$ cat src/pkg/chr_pkg.sv
// coder host control registers: offsets, field layouts, reset values and carriers.
// assumes the host bus is sampled synchronously to core_clk.
package chr_pkg;

  // ************************************************************
  // register offsets (4-bit host address)
  // ************************************************************
  localparam logic [3:0] OFS_STATUS  = 4'h2;
  localparam logic [3:0] OFS_IRQ_EN  = 4'h3;
  localparam logic [3:0] OFS_PPR_LO  = 4'h4;
  localparam logic [3:0] OFS_PPR_HI  = 4'h5;
  localparam logic [3:0] OFS_ROW_LO  = 4'h6;
  localparam logic [3:0] OFS_ROW_HI  = 4'h7;
  localparam logic [3:0] OFS_DONE_LO = 4'h8;
  localparam logic [3:0] OFS_DONE_HI = 4'h9;
  localparam logic [3:0] OFS_BUF_LO  = 4'hA;
  localparam logic [3:0] OFS_BUF_HI  = 4'hB;
  localparam logic [3:0] OFS_MARKER  = 4'hC;
  localparam logic [3:0] OFS_FUNC    = 4'hD;

  // ************************************************************
  // values
  // ************************************************************
  localparam logic [7:0]  REG_RESET        = 8'h00;
  localparam logic [7:0]  PPR_HI_MASK      = 8'h3F;
  localparam logic [7:0]  IRQ_EN_MASK      = 8'h8F;
  localparam logic [7:0]  PAD_BYTE         = 8'h00;
  localparam logic [7:0]  STRIPE_END_NORMAL     = 8'h02;
  localparam logic [7:0]  STRIPE_END_WITH_RESET = 8'h03;
  localparam logic [7:0]  MARKER_ABORT     = 8'h04;
  localparam logic [6:0]  CTX_STATE_MAX    = 7'h70;
  localparam logic [15:0] ROW_COUNT_MAX    = 16'hFFFF;
  localparam int          FIFO_DEPTH       = 4;
  localparam int          FIFO_WIDTH       = 16;

  // ************************************************************
  // field layouts (msb first)
  // ************************************************************
  typedef struct packed {
    logic ff_count_overflow;   // d4
    logic request_pending;     // d3
    logic marker_seen_flag;    // d2
    logic xfer_ready_flag;     // d1
    logic process_done_flag;   // d0
  } chr_status_t;

  typedef struct packed {
    logic       halt_on_marker;       // d7
    logic [2:0] unused;
    logic       overflow_irq_enable;  // d3
    logic       marker_irq_enable;    // d2
    logic       ready_irq_enable;     // d1
    logic       finish_irq_enable;    // d0
  } chr_irq_en_t;

  typedef struct packed {
    logic typical_predict;   // d7
    logic keep_ref_row;      // d6
    logic skip_first_byte;   // d5
    logic wide_or_merge;     // d4
    logic wide_halve;        // d3
    logic tall_halve;        // d2
    logic wide_double;       // d1
    logic tall_double;       // d0
  } chr_func_t;

  typedef struct packed {
    logic        cs_n;
    logic        wr_n;
    logic        rd_n;
    logic        bhe_n;
    logic [3:0]  addr;
    logic [15:0] data;
  } chr_host_bus_t;

  typedef struct packed {
    chr_irq_en_t irq_en;
    logic [7:0]  pixels_per_row_low;
    logic [7:0]  pixels_per_row_high;
    logic [7:0]  row_target_low;
    logic [7:0]  row_target_high;
    logic [7:0]  end_marker_value;
    chr_func_t   func;
  } chr_regs_t;

endpackage

$ cat src/rtl/chr_regs.sv
// host control register bank of the bi-level coder, plus its 4-word code FIFO.
// assumes host strobes are synchronous to core_clk and the coding core drives
// the status levels, marker, row and code-byte events.
`timescale 1ns/1ps

// ************************************************************
// fifo
// ************************************************************
module chr_fifo #(
  parameter int W     = 16,
  parameter int DEPTH = 4
) (
  input  wire logic         core_clk,
  input  wire logic         srst,
  input  wire logic         in_valid,
  output logic              in_ready,
  input  wire logic [W-1:0] in_data,
  output logic              out_valid,
  input  wire logic         out_ready,
  output logic [W-1:0]      out_data
);
  localparam int PW = (DEPTH > 1) ? $clog2(DEPTH) : 1;
  localparam int CW = $clog2(DEPTH + 1);

  typedef struct packed {
    logic [DEPTH-1:0][W-1:0] mem;
    logic [PW-1:0]           wp;
    logic [PW-1:0]           rp;
    logic [CW-1:0]           cnt;
  } chr_fifo_st_t;

  chr_fifo_st_t st_r;
  chr_fifo_st_t st_nxt;
  logic         push;
  logic         pop;

  function automatic logic [PW-1:0] ptr_inc(input logic [PW-1:0] p);
    ptr_inc = (p == PW'(DEPTH - 1)) ? '0 : PW'(p + 1'b1);
  endfunction

  assign in_ready  = (st_r.cnt != CW'(DEPTH));
  assign out_valid = (st_r.cnt != '0);
  assign out_data  = st_r.mem[st_r.rp];
  assign push      = in_valid && in_ready;
  assign pop       = out_valid && out_ready;

  always_comb begin
    st_nxt = st_r;
    if (push) begin
      st_nxt.mem[st_r.wp] = in_data;
      st_nxt.wp           = ptr_inc(st_r.wp);
    end
    if (pop) begin
      st_nxt.rp = ptr_inc(st_r.rp);
    end
    if (push && !pop) begin
      st_nxt.cnt = CW'(st_r.cnt + 1'b1);
    end else if (pop && !push) begin
      st_nxt.cnt = CW'(st_r.cnt - 1'b1);
    end
  end

  always_ff @(posedge core_clk) begin
    if (srst) begin
      st_r <= '0;
    end else begin
      st_r <= st_nxt;
    end
  end
endmodule

module chr_regs
  import chr_pkg::*;
(
  input  wire logic          core_clk,
  input  wire logic          srst,
  input  chr_host_bus_t      host,
  input  wire logic          wide_host_bus,
  output logic [15:0]        host_data_out,
  output logic               host_data_oe_n,
  output logic               irq_out,
  input  wire logic          decoding,
  input  wire logic          ctx_mode,
  input  wire logic          start_cmd,
  input  wire logic          first_stripe,
  input  chr_status_t        core_status,
  input  wire logic          marker_valid,
  input  wire logic [7:0]    marker_code,
  input  wire logic          row_done,
  output logic [15:0]        wr_data,
  output logic [1:0]         wr_lanes,
  output logic               wr_valid,
  input  wire logic [7:0]    code_byte,
  input  wire logic          code_valid,
  input  wire logic          code_last,
  output logic               code_ready,
  output logic               halt_decode,
  output logic               rows_reached,
  output logic               line_clear,
  output chr_func_t          options,
  output logic [7:0]         end_marker_value,
  output logic [13:0]        pixels_per_row
);

  typedef struct packed {
    chr_regs_t   regs;
    logic        wr_n_prev;
    logic        rd_n_prev;
    logic [15:0] rdata;
    logic        oe_n;
    logic        irq;
    logic        paused;
    logic [7:0]  found_marker_value;
    logic [15:0] rows_done;
    logic        reached;
    logic        discard;
    logic        clear;
    logic [15:0] wdata;
    logic [1:0]  lanes;
    logic        wvalid;
    logic [7:0]  lo_byte;
    logic        have_lo;
    logic [15:0] word;
    logic        word_valid;
    logic        cready;
    chr_func_t   opts;
  } chr_state_t;

  chr_state_t  st_r;
  chr_state_t  st_nxt;
  logic        wr_evt;
  logic        rd_evt;
  logic        f_in_ready;
  logic        f_out_valid;
  logic        f_pop;
  logic [15:0] f_out_data;
  chr_status_t stat;
  logic        rows_done_is_zero;

  // ************************************************************
  // helpers
  // ************************************************************
  function automatic chr_regs_t reg_write(input chr_regs_t r, input logic [3:0] a,
                                          input logic [7:0] v);
    chr_regs_t n;
    n = r;
    case (a)
      OFS_IRQ_EN: n.irq_en              = chr_irq_en_t'(v & IRQ_EN_MASK);
      OFS_PPR_LO: n.pixels_per_row_low  = v;
      OFS_PPR_HI: n.pixels_per_row_high = v & PPR_HI_MASK;
      OFS_ROW_LO: n.row_target_low      = v;
      OFS_ROW_HI: n.row_target_high     = v;
      OFS_MARKER: n.end_marker_value    = v;
      OFS_FUNC:   n.func                = chr_func_t'(v);
      default:    n = r;
    endcase
    reg_write = n;
  endfunction

  function automatic logic [7:0] reg_read(input chr_state_t s, input logic [3:0] a,
                                          input chr_status_t sv, input logic [15:0] head);
    case (a)
      OFS_STATUS:  reg_read = {3'b000, sv};
      OFS_IRQ_EN:  reg_read = s.regs.irq_en;
      OFS_PPR_LO:  reg_read = s.regs.pixels_per_row_low;
      OFS_PPR_HI:  reg_read = s.regs.pixels_per_row_high;
      OFS_ROW_LO:  reg_read = s.regs.row_target_low;
      OFS_ROW_HI:  reg_read = s.regs.row_target_high;
      OFS_DONE_LO: reg_read = s.rows_done[7:0];
      OFS_DONE_HI: reg_read = s.rows_done[15:8];
      OFS_BUF_LO:  reg_read = head[7:0];
      OFS_BUF_HI:  reg_read = ctx_mode ? REG_RESET : head[15:8];
      OFS_MARKER:  reg_read = s.found_marker_value;
      OFS_FUNC:    reg_read = s.regs.func;
      default:     reg_read = REG_RESET;
    endcase
  endfunction

  // ************************************************************
  // host strobes and status view
  // ************************************************************
  // act on the assertion edge only, so long strobes never double-pop the fifo
  assign wr_evt = !host.cs_n && !host.wr_n && st_r.wr_n_prev;
  assign rd_evt = !host.cs_n && !host.rd_n && st_r.rd_n_prev;
  assign f_pop  = rd_evt && (host.addr == OFS_BUF_LO) && f_out_valid;

  always_comb begin
    stat                 = core_status;
    stat.request_pending = st_r.irq;
  end

  chr_fifo #(
    .W     (FIFO_WIDTH),
    .DEPTH (FIFO_DEPTH)
  ) u_code_fifo (
    .core_clk  (core_clk),
    .srst      (srst),
    .in_valid  (st_r.word_valid),
    .in_ready  (f_in_ready),
    .in_data   (st_r.word),
    .out_valid (f_out_valid),
    .out_ready (f_pop),
    .out_data  (f_out_data)
  );

  // ************************************************************
  // next state
  // ************************************************************
  always_comb begin
    logic [15:0] tgt;
    logic        hi_en;
    logic [3:0]  hi_a;
    logic [15:0] wd;
    logic [1:0]  ln;
    tgt    = 16'h0000;
    hi_en  = 1'b0;
    hi_a   = 4'h0;
    wd     = 16'h0000;
    ln     = 2'b00;
    st_nxt = st_r;

    st_nxt.wr_n_prev = host.wr_n || host.cs_n;
    st_nxt.rd_n_prev = host.rd_n || host.cs_n;
    st_nxt.oe_n      = host.cs_n || host.rd_n;
    st_nxt.wvalid    = 1'b0;
    st_nxt.clear     = 1'b0;
    hi_en            = wide_host_bus && !host.bhe_n;
    hi_a             = host.addr | 4'h1;

    // register writes: low lane at the address unless it is odd on a wide bus, high lane at the odd partner
    if (wr_evt) begin
      if (!wide_host_bus || !host.addr[0]) begin
        st_nxt.regs = reg_write(st_nxt.regs, host.addr, host.data[7:0]);
      end
      if (hi_en) begin
        st_nxt.regs = reg_write(st_nxt.regs, hi_a, host.data[15:8]);
      end
    end

    if (rd_evt) begin
      st_nxt.rdata = {8'h00, reg_read(st_r, host.addr, stat, f_out_data)};
      if (hi_en) begin
        st_nxt.rdata[15:8] = reg_read(st_r, hi_a, stat, f_out_data);
      end
    end

    // write buffer toward the core; context words carry only the low byte
    if (wr_evt && host.addr == OFS_BUF_LO) begin
      wd = host.data;
      ln = {hi_en, 1'b1};
      if (ctx_mode || !wide_host_bus) begin
        wd = {8'h00, host.data[7:0]};
        ln = 2'b01;
      end
      if (st_r.discard) begin
        ln             = ln & 2'b10;
        st_nxt.discard = 1'b0;
      end
      st_nxt.wdata  = wd;
      st_nxt.lanes  = ln;
      st_nxt.wvalid = (ln != 2'b00);
    end

    // interrupt: enables d0..d3 gate status d0, d1, d2, d4
    st_nxt.irq = |({st_nxt.regs.irq_en.overflow_irq_enable,
                    st_nxt.regs.irq_en.marker_irq_enable,
                    st_nxt.regs.irq_en.ready_irq_enable,
                    st_nxt.regs.irq_en.finish_irq_enable} &
                   {core_status.ff_count_overflow, core_status.marker_seen_flag,
                    core_status.xfer_ready_flag, core_status.process_done_flag});

    // marker capture and halt
    if (decoding && marker_valid) begin
      st_nxt.found_marker_value = marker_code;
      if (st_nxt.regs.irq_en.halt_on_marker) begin
        st_nxt.paused = 1'b1;
      end
    end
    if (!st_nxt.regs.irq_en.halt_on_marker || !decoding) begin
      st_nxt.paused = 1'b0;
    end

    // row counting; a start begins a fresh relative count
    if (start_cmd) begin
      st_nxt.rows_done = 16'h0000;
      st_nxt.discard   = decoding && first_stripe && st_nxt.regs.func.skip_first_byte;
      st_nxt.clear     = !st_nxt.regs.func.keep_ref_row;
    end else if (row_done) begin
      st_nxt.rows_done = 16'(st_r.rows_done + 16'h0001);
    end
    tgt            = {st_nxt.regs.row_target_high, st_nxt.regs.row_target_low};
    st_nxt.reached = (tgt != 16'h0000) && (st_nxt.rows_done == tgt);

    // options reach the core only in the mode where they mean something
    st_nxt.opts                 = st_nxt.regs.func;
    st_nxt.opts.tall_double     = st_nxt.regs.func.tall_double && decoding;
    st_nxt.opts.wide_double     = st_nxt.regs.func.wide_double && decoding;
    st_nxt.opts.tall_halve      = st_nxt.regs.func.tall_halve && !decoding;
    st_nxt.opts.wide_halve      = st_nxt.regs.func.wide_halve && !decoding;
    st_nxt.opts.wide_or_merge   = st_nxt.regs.func.wide_or_merge && !decoding;
    st_nxt.opts.skip_first_byte = st_nxt.regs.func.skip_first_byte && decoding;
    st_nxt.opts.typical_predict = st_nxt.regs.func.typical_predict;

    // code byte packer: pairs bytes on a wide bus outside context mode, pads an odd tail
    if (st_r.word_valid && f_in_ready) begin
      st_nxt.word_valid = 1'b0;
    end
    if (code_valid && st_r.cready) begin
      if (!wide_host_bus || ctx_mode) begin
        st_nxt.word       = {8'h00, code_byte};
        st_nxt.word_valid = 1'b1;
      end else if (st_r.have_lo) begin
        st_nxt.word       = {code_byte, st_r.lo_byte};
        st_nxt.word_valid = 1'b1;
        st_nxt.have_lo    = 1'b0;
      end else if (code_last) begin
        st_nxt.word       = {PAD_BYTE, code_byte};
        st_nxt.word_valid = 1'b1;
      end else begin
        st_nxt.lo_byte = code_byte;
        st_nxt.have_lo = 1'b1;
      end
    end
    st_nxt.cready = !st_nxt.word_valid;
  end

  always_ff @(posedge core_clk) begin
    if (srst) begin
      st_r           <= '0;
      st_r.wr_n_prev <= 1'b1;
      st_r.rd_n_prev <= 1'b1;
      st_r.oe_n      <= 1'b1;
      st_r.clear     <= 1'b1;
    end else begin
      st_r <= st_nxt;
    end
  end

  // ************************************************************
  // outputs
  // ************************************************************
  assign host_data_out    = st_r.rdata;
  assign host_data_oe_n   = st_r.oe_n;
  assign irq_out          = st_r.irq;
  assign wr_data          = st_r.wdata;
  assign wr_lanes         = st_r.lanes;
  assign wr_valid         = st_r.wvalid;
  assign code_ready       = st_r.cready;
  assign halt_decode      = st_r.paused;
  assign rows_reached     = st_r.reached;
  assign line_clear       = st_r.clear;
  assign options          = st_r.opts;
  assign end_marker_value = st_r.regs.end_marker_value;
  assign pixels_per_row   = {st_r.regs.pixels_per_row_high[5:0], st_r.regs.pixels_per_row_low};

  assign rows_done_is_zero = (st_r.rows_done == 16'h0000);
endmodule

$ cat config.mk
export PLATFORM = sky130hd
export DESIGN_NAME = chr_regs
export DESIGN_NICKNAME = d
export VERILOG_FILES = /design/src/pkg/chr_pkg.sv /design/src/rtl/chr_regs.sv
export SDC_FILE = /design/constraint.sdc
export NUM_CORES = 1
export LEC_CHECK = 0
export BUFFER_PORTS_ARGS = -buffer_cell sky130_fd_sc_hd__buf_4
export CORE_MARGIN = 3
export CORE_UTILIZATION = 65
export CTS_BUF_LIST = sky130_fd_sc_hd__clkbuf_8
export DETAILED_ROUTE_END_ITERATION = 8
export PLACE_DENSITY = 0.87
export SLEW_MARGIN = 10
export SYNTH_ARGS = -nofsm -noshare
export SYNTH_HDL_FRONTEND = slang
export SYNTH_HIERARCHICAL = 1
export SYNTH_SLANG_ARGS = --single-unit
$ cat constraint.sdc
create_clock -name core_clk -period 6.3 [get_ports core_clk]
set_input_delay 1.89 -clock core_clk [delete_from_list [all_inputs] [get_ports core_clk]]
set_output_delay 1.89 -clock core_clk [all_outputs]
set_load 0.02 [all_outputs]
==> implementation parameters <==
Parameter                              Value

Floorplanning
  Width of the die ... between 100 and 150 um
  Total die area ... approximately 19000 um^2
  Initial Util ... 0.6661
  Top-level I/O count ... 127
  Placeable core area ... around 17000 um^2
  Std cell rows ... between 40 and 50
  Die outline height ... between 100 and 150 um

Clock tree
  Clock tree from TritonCTS ... done
  Number of buffers created by CTS ... 37
  Setup Buffers After CTS ... 0
  Clock transition at the registers of the reported paths ... 0.06 ns
  CTS Buffer Depth ... 3
  CTS H-tree depth ... 2
  Clock tree sinks ... about 230
  Clock Root Buffer ... sky130_fd_sc_hd__clkbuf_8
  Cells resized by post-CTS repair ... 0
  Skew-Pair Late Insertion Delay ... roughly 0.54 ns
  Total of hold buffers inserted after clock tree synthesis ... 0

Worst setup path
  Kind of cell with the highest combined delay on the critical path ... simple AND/OR/NAND/NOR gates
  Critical path start-end classification ... primary input to register
  Critical path startpoint category ... primary input
  Arrival time at the worst endpoint ... between 4 and 5 ns
  Stage delay of the slowest cell on the critical path ... between 0.4 and 0.5 ns
  Depth of the worst register-to-register path ... 9
  Capturing point of the worst reg2reg path ... u_code_fifo/st_r[2]
  Data required time of the critical path ... between 6 and 7 ns
  Worst R2R Setup Slack ... between 3 and 4 ns
  Crit-path cells ... buf_4 -> and3b_1 -> nand2_1 -> mux2i_1 -> mux2_2 -> nor4_1 -> nand4_1 -> nor4_2
  Highest-delay cell along the critical path ... sky130_fd_sc_hd__nand2_1
  Worst path bufs/invs ... 1
  Critical register-to-register path startpoint ... host_data_oe_n
  Worst Path Max Fanout ... 41
  Worst setup EP type ... register

Place
  Post-detailed-placement cell area ... ~11000 um^2
  Quantity of I/O buffers inserted on ports ... approximately 130
  Placer congestion estimate ... 0.9216
  Placed instance count ... 1429
  Detail Placement HPWL ... ~21000 um
  Pre-CTS setup slack ... around 1.7 ns

Timing
  Fin crit period ... a little over 4 ns
  Slew at the pin closest to its max-slew limit ... around 1.2 ns
  Unrepaired setup endpoints after global routing ... no
  Max-slew violation total from the final report ... 0
  Total of endpoints with negative setup slack in the final report ... 0
  Final critical-path share of the clock period ... 0.6441
  Maximum clock rate ... ~250 MHz
  Post-route setup slack ... approximately 2.2 ns
  Total negative slack ... 0 ns
  Skew final ... about 0.018 ns
  Slew margin rel. ... 0.2016
  Final hold viol count ... 0

Detailed routing
  Via Count ... 9374
  Vias per cell ... approximately 6.3
  Detail-routed net length per standard cell ... 20.39 um
  Number of DRC violations after detailed-routing iteration 0 ... 899
  Residual DRC count ... 0
  Routed Wire Length ... 30460 um
  Post-detailed-route count of antenna-violating nets ... 0
  Length of the first detailed-routing pass in iterations ... 5

Pwr
  Overall power ... between 2 and 3 mW
  Switch share ... 0.2498
  Proportion of power drawn by the clock network ... 0.431
  Sequential cell fraction of total power ... 0.492
  Power density cells ... between 200 and 250 nW/um^2
  Static Leakage ... 4.889 nW
  Total internal power ... ~2.2 mW
  Worst-case vdd ir drop ... 0.0001918 V
  Power share of the combinational group ... 0.077
  Net switching power figure ... roughly 0.74 mW

Logic synthesis
  Post-synthesis sequential area ratio ... 0.4096
  Leading cell type by number of instances after synthesis ... sky130_fd_sc_hd__dfxtp_1
  Dominant combinational cell family by area after synthesis ... simple AND/OR/NAND/NOR gates
  Post-synthesis adder-cell area fraction ... 0.009742
  Leading post-synthesis cells by cell area ... sky130_fd_sc_hd__dfxtp_1 41%, sky130_fd_sc_hd__mux2i_1 9.3%, sky130_fd_sc_hd__nand2b_1 4.9%, sky130_fd_sc_hd__buf_4 4.6%, sky130_fd_sc_hd__nor2_1 3.9%
  Cell type with the highest aggregate area in the netlist ... sky130_fd_sc_hd__dfxtp_1
  Mean instance size in the synthesized netlist ... ~9.0 um^2
  Number of register bits inferred by synthesis ... between 200 and 250
  Number of distinct standard cells referenced by the synthesized netlist ... 69
  Area of the mapped netlist ... 11050 um^2
  Syn_nets ... ~1300
  Synthesized netlist cell count ... between 1000 and 1500
  Most used DFF post-synth ... sky130_fd_sc_hd__dfxtp_1
  Ys Warns ... 6
  Share of synthesized flip-flops with an asynchronous set or reset ... 0
  Mux share of post-synthesis cell area ... 0.1392
  Share of the synthesized area in the top cell type ... 0.4096
  Compound-Gate Fraction of Synth Area ... 0.1262
  Area share of xor/xnor cells in the synthesized design ... 0.01903
  Post-Synth Simple-Gate Area ... 0.2118
  Synth top cells by count ... 226 x sky130_fd_sc_hd__dfxtp_1, 116 x sky130_fd_sc_hd__nor2_1, 103 x sky130_fd_sc_hd__mux2i_1
  Post-synth EDFFs ... 0

Worst hold path
  Worst Hold Depth ... 2
  Startpoint of the most critical hold path ... st_r[24]
  Type of the most critical hold path ... register to register
  Endpoint, Worst Hold ... st_r[24]

Global route
  Pin count of the biggest net entering global routing ... between 100 and 150
  Overflow after GRT ... 0
  Initial antenna violation count ... 0
  GRT Total Usage ... 0.3274
  Vias in the first global route ... roughly 9000
  First-pass GRT wire length ... 47690 um

Cells and area
  # nets final ... between 1000 and 1500
  Final instance area ... 12210 um^2
  Antenna cell count ... 0
  Finished Layout Cells ... around 1500
  Fraction of layout instances using a drive strength above 1 ... 0.1868
  Growth of design area from synthesis to finish ... 10.58%

Flow run
  Number of maximum-capacitance violations ... 0

Status
  Outcome ... completed
==> sequential cells by signal, summed over array words and instances (netlist names) <==
register / flops
host_data_out: 16
pixels_per_row: 14
wr_lanes: 2
halt_decode: 1
end_marker_value: 8
u_code_fifo/st_r: 71
irq_out: 1
st_r: 84
host_data_oe_n: 1
wr_valid: 1
wr_data: 16
code_ready: 1
line_clear: 1
options: 8
rows_reached: 1
==> worst max path at each step <==
stage                        start                  end  slack (ns)  cells after the start
after CTS                 host[19]         rows_reached        2.32                      8
after detailed placement  host[23]  u_code_fifo/st_r[2]        1.75                     11
final                     host[19]         rows_reached        2.24                      8
after global routing      host[19]         rows_reached        2.05                      8
after global placement    host[19]         rows_reached        1.76                      8
after floorplan           host[16]  u_code_fifo/st_r[2]        2.18                     10
==> cell type report <==
| type | instances | area (um^2) |
|---|---|---|
| multi-input combinational | 832 | 5600 |
| sequential | 226 | 4524 |
| fill | 1205 | 4369 |
| timing repair buffer | 134 | 1010 |
| clock buffer | 49 | 674.4 |
| tap | 220 | 275.3 |
| clock inverter | 16 | 66.31 |
| inverter | 17 | 63.81 |
==> power groups by stage <==
stage | Clock [mW] | Combinational, mW | Sequential, mW
after floorplan | 0 | 0.145 | 1.49
after global placement | 0 | 0.218 | 1.49
after detailed placement | 0 | 0.221 | 1.49
after CTS | 1.29 | 0.223 | 1.46
after global routing | 1.35 | 0.244 | 1.46
final | 1.28 | 0.228 | 1.46
==> cell usage in the layout (no fill, tap or decap), types with 13 or more instances in the layout <==
| cell type | Yosys | layout |
|---|---|---|
| sky130_fd_sc_hd__dfxtp_1 | 226 | 226 |
| sky130_fd_sc_hd__buf_4 | 67 | 133 |
| sky130_fd_sc_hd__nor2_1 | 116 | 116 |
| sky130_fd_sc_hd__mux2i_1 | 103 | 103 |
| sky130_fd_sc_hd__nand2_1 | 98 | 98 |
| sky130_fd_sc_hd__nand2b_1 | 87 | 87 |
| sky130_fd_sc_hd__a21oi_1 | 62 | 62 |
| sky130_fd_sc_hd__nand3_1 | 52 | 52 |
| sky130_fd_sc_hd__clkbuf_8 | 0 | 49 |
| sky130_fd_sc_hd__inv_1 | 17 | 31 |
| sky130_fd_sc_hd__a22oi_1 | 30 | 30 |
| sky130_fd_sc_hd__o21ai_0 | 22 | 22 |
| sky130_fd_sc_hd__nor3_1 | 20 | 19 |
| sky130_fd_sc_hd__nor2b_1 | 19 | 19 |
| sky130_fd_sc_hd__mux4_2 | 16 | 16 |
| sky130_fd_sc_hd__a211oi_1 | 15 | 15 |
| sky130_fd_sc_hd__a311oi_1 | 14 | 14 |
| sky130_fd_sc_hd__mux2_2 | 13 | 13 |
==> stage by stage <==
step	utilization	hold slack, ns
after detailed placement	0.6919	0.4454
final	0.7365	0.4528
after floorplan	-	0.4291
after global placement	0.6919	0.4391
after global routing	0.7365	0.4700
after CTS	0.7365	0.4515
==> per-layer routing <==
layer  GRT usage  vias up  wire [um]
li1            -     4313          -
met1      0.3933     4428      11600
met2      0.5561      492      14790
met3     0.06773      141       2404
met4      0.1652        0       1670
met5           0        -          0
==> cell families after synthesis <==
kind of cell | Yosys count
fa+ha+maj | 8
xor+xnor | 24
mux | 132
compound gates | 206
simple gates | 462
buf+inv | 168
flops | 226
==> worst reg2reg max path: cells and delay by family, from the launching register on <==
kind | cells | cell delay [ns]
compound gates | 2 | 0.35
xor+xnor | 1 | 0.18
simple gates | 3 | 1.14
fa+ha+maj | 2 | 0.66
buf+inv | 1 | 0.07
flops | 1 | 0.32
(Power assumes the default switching activity.)
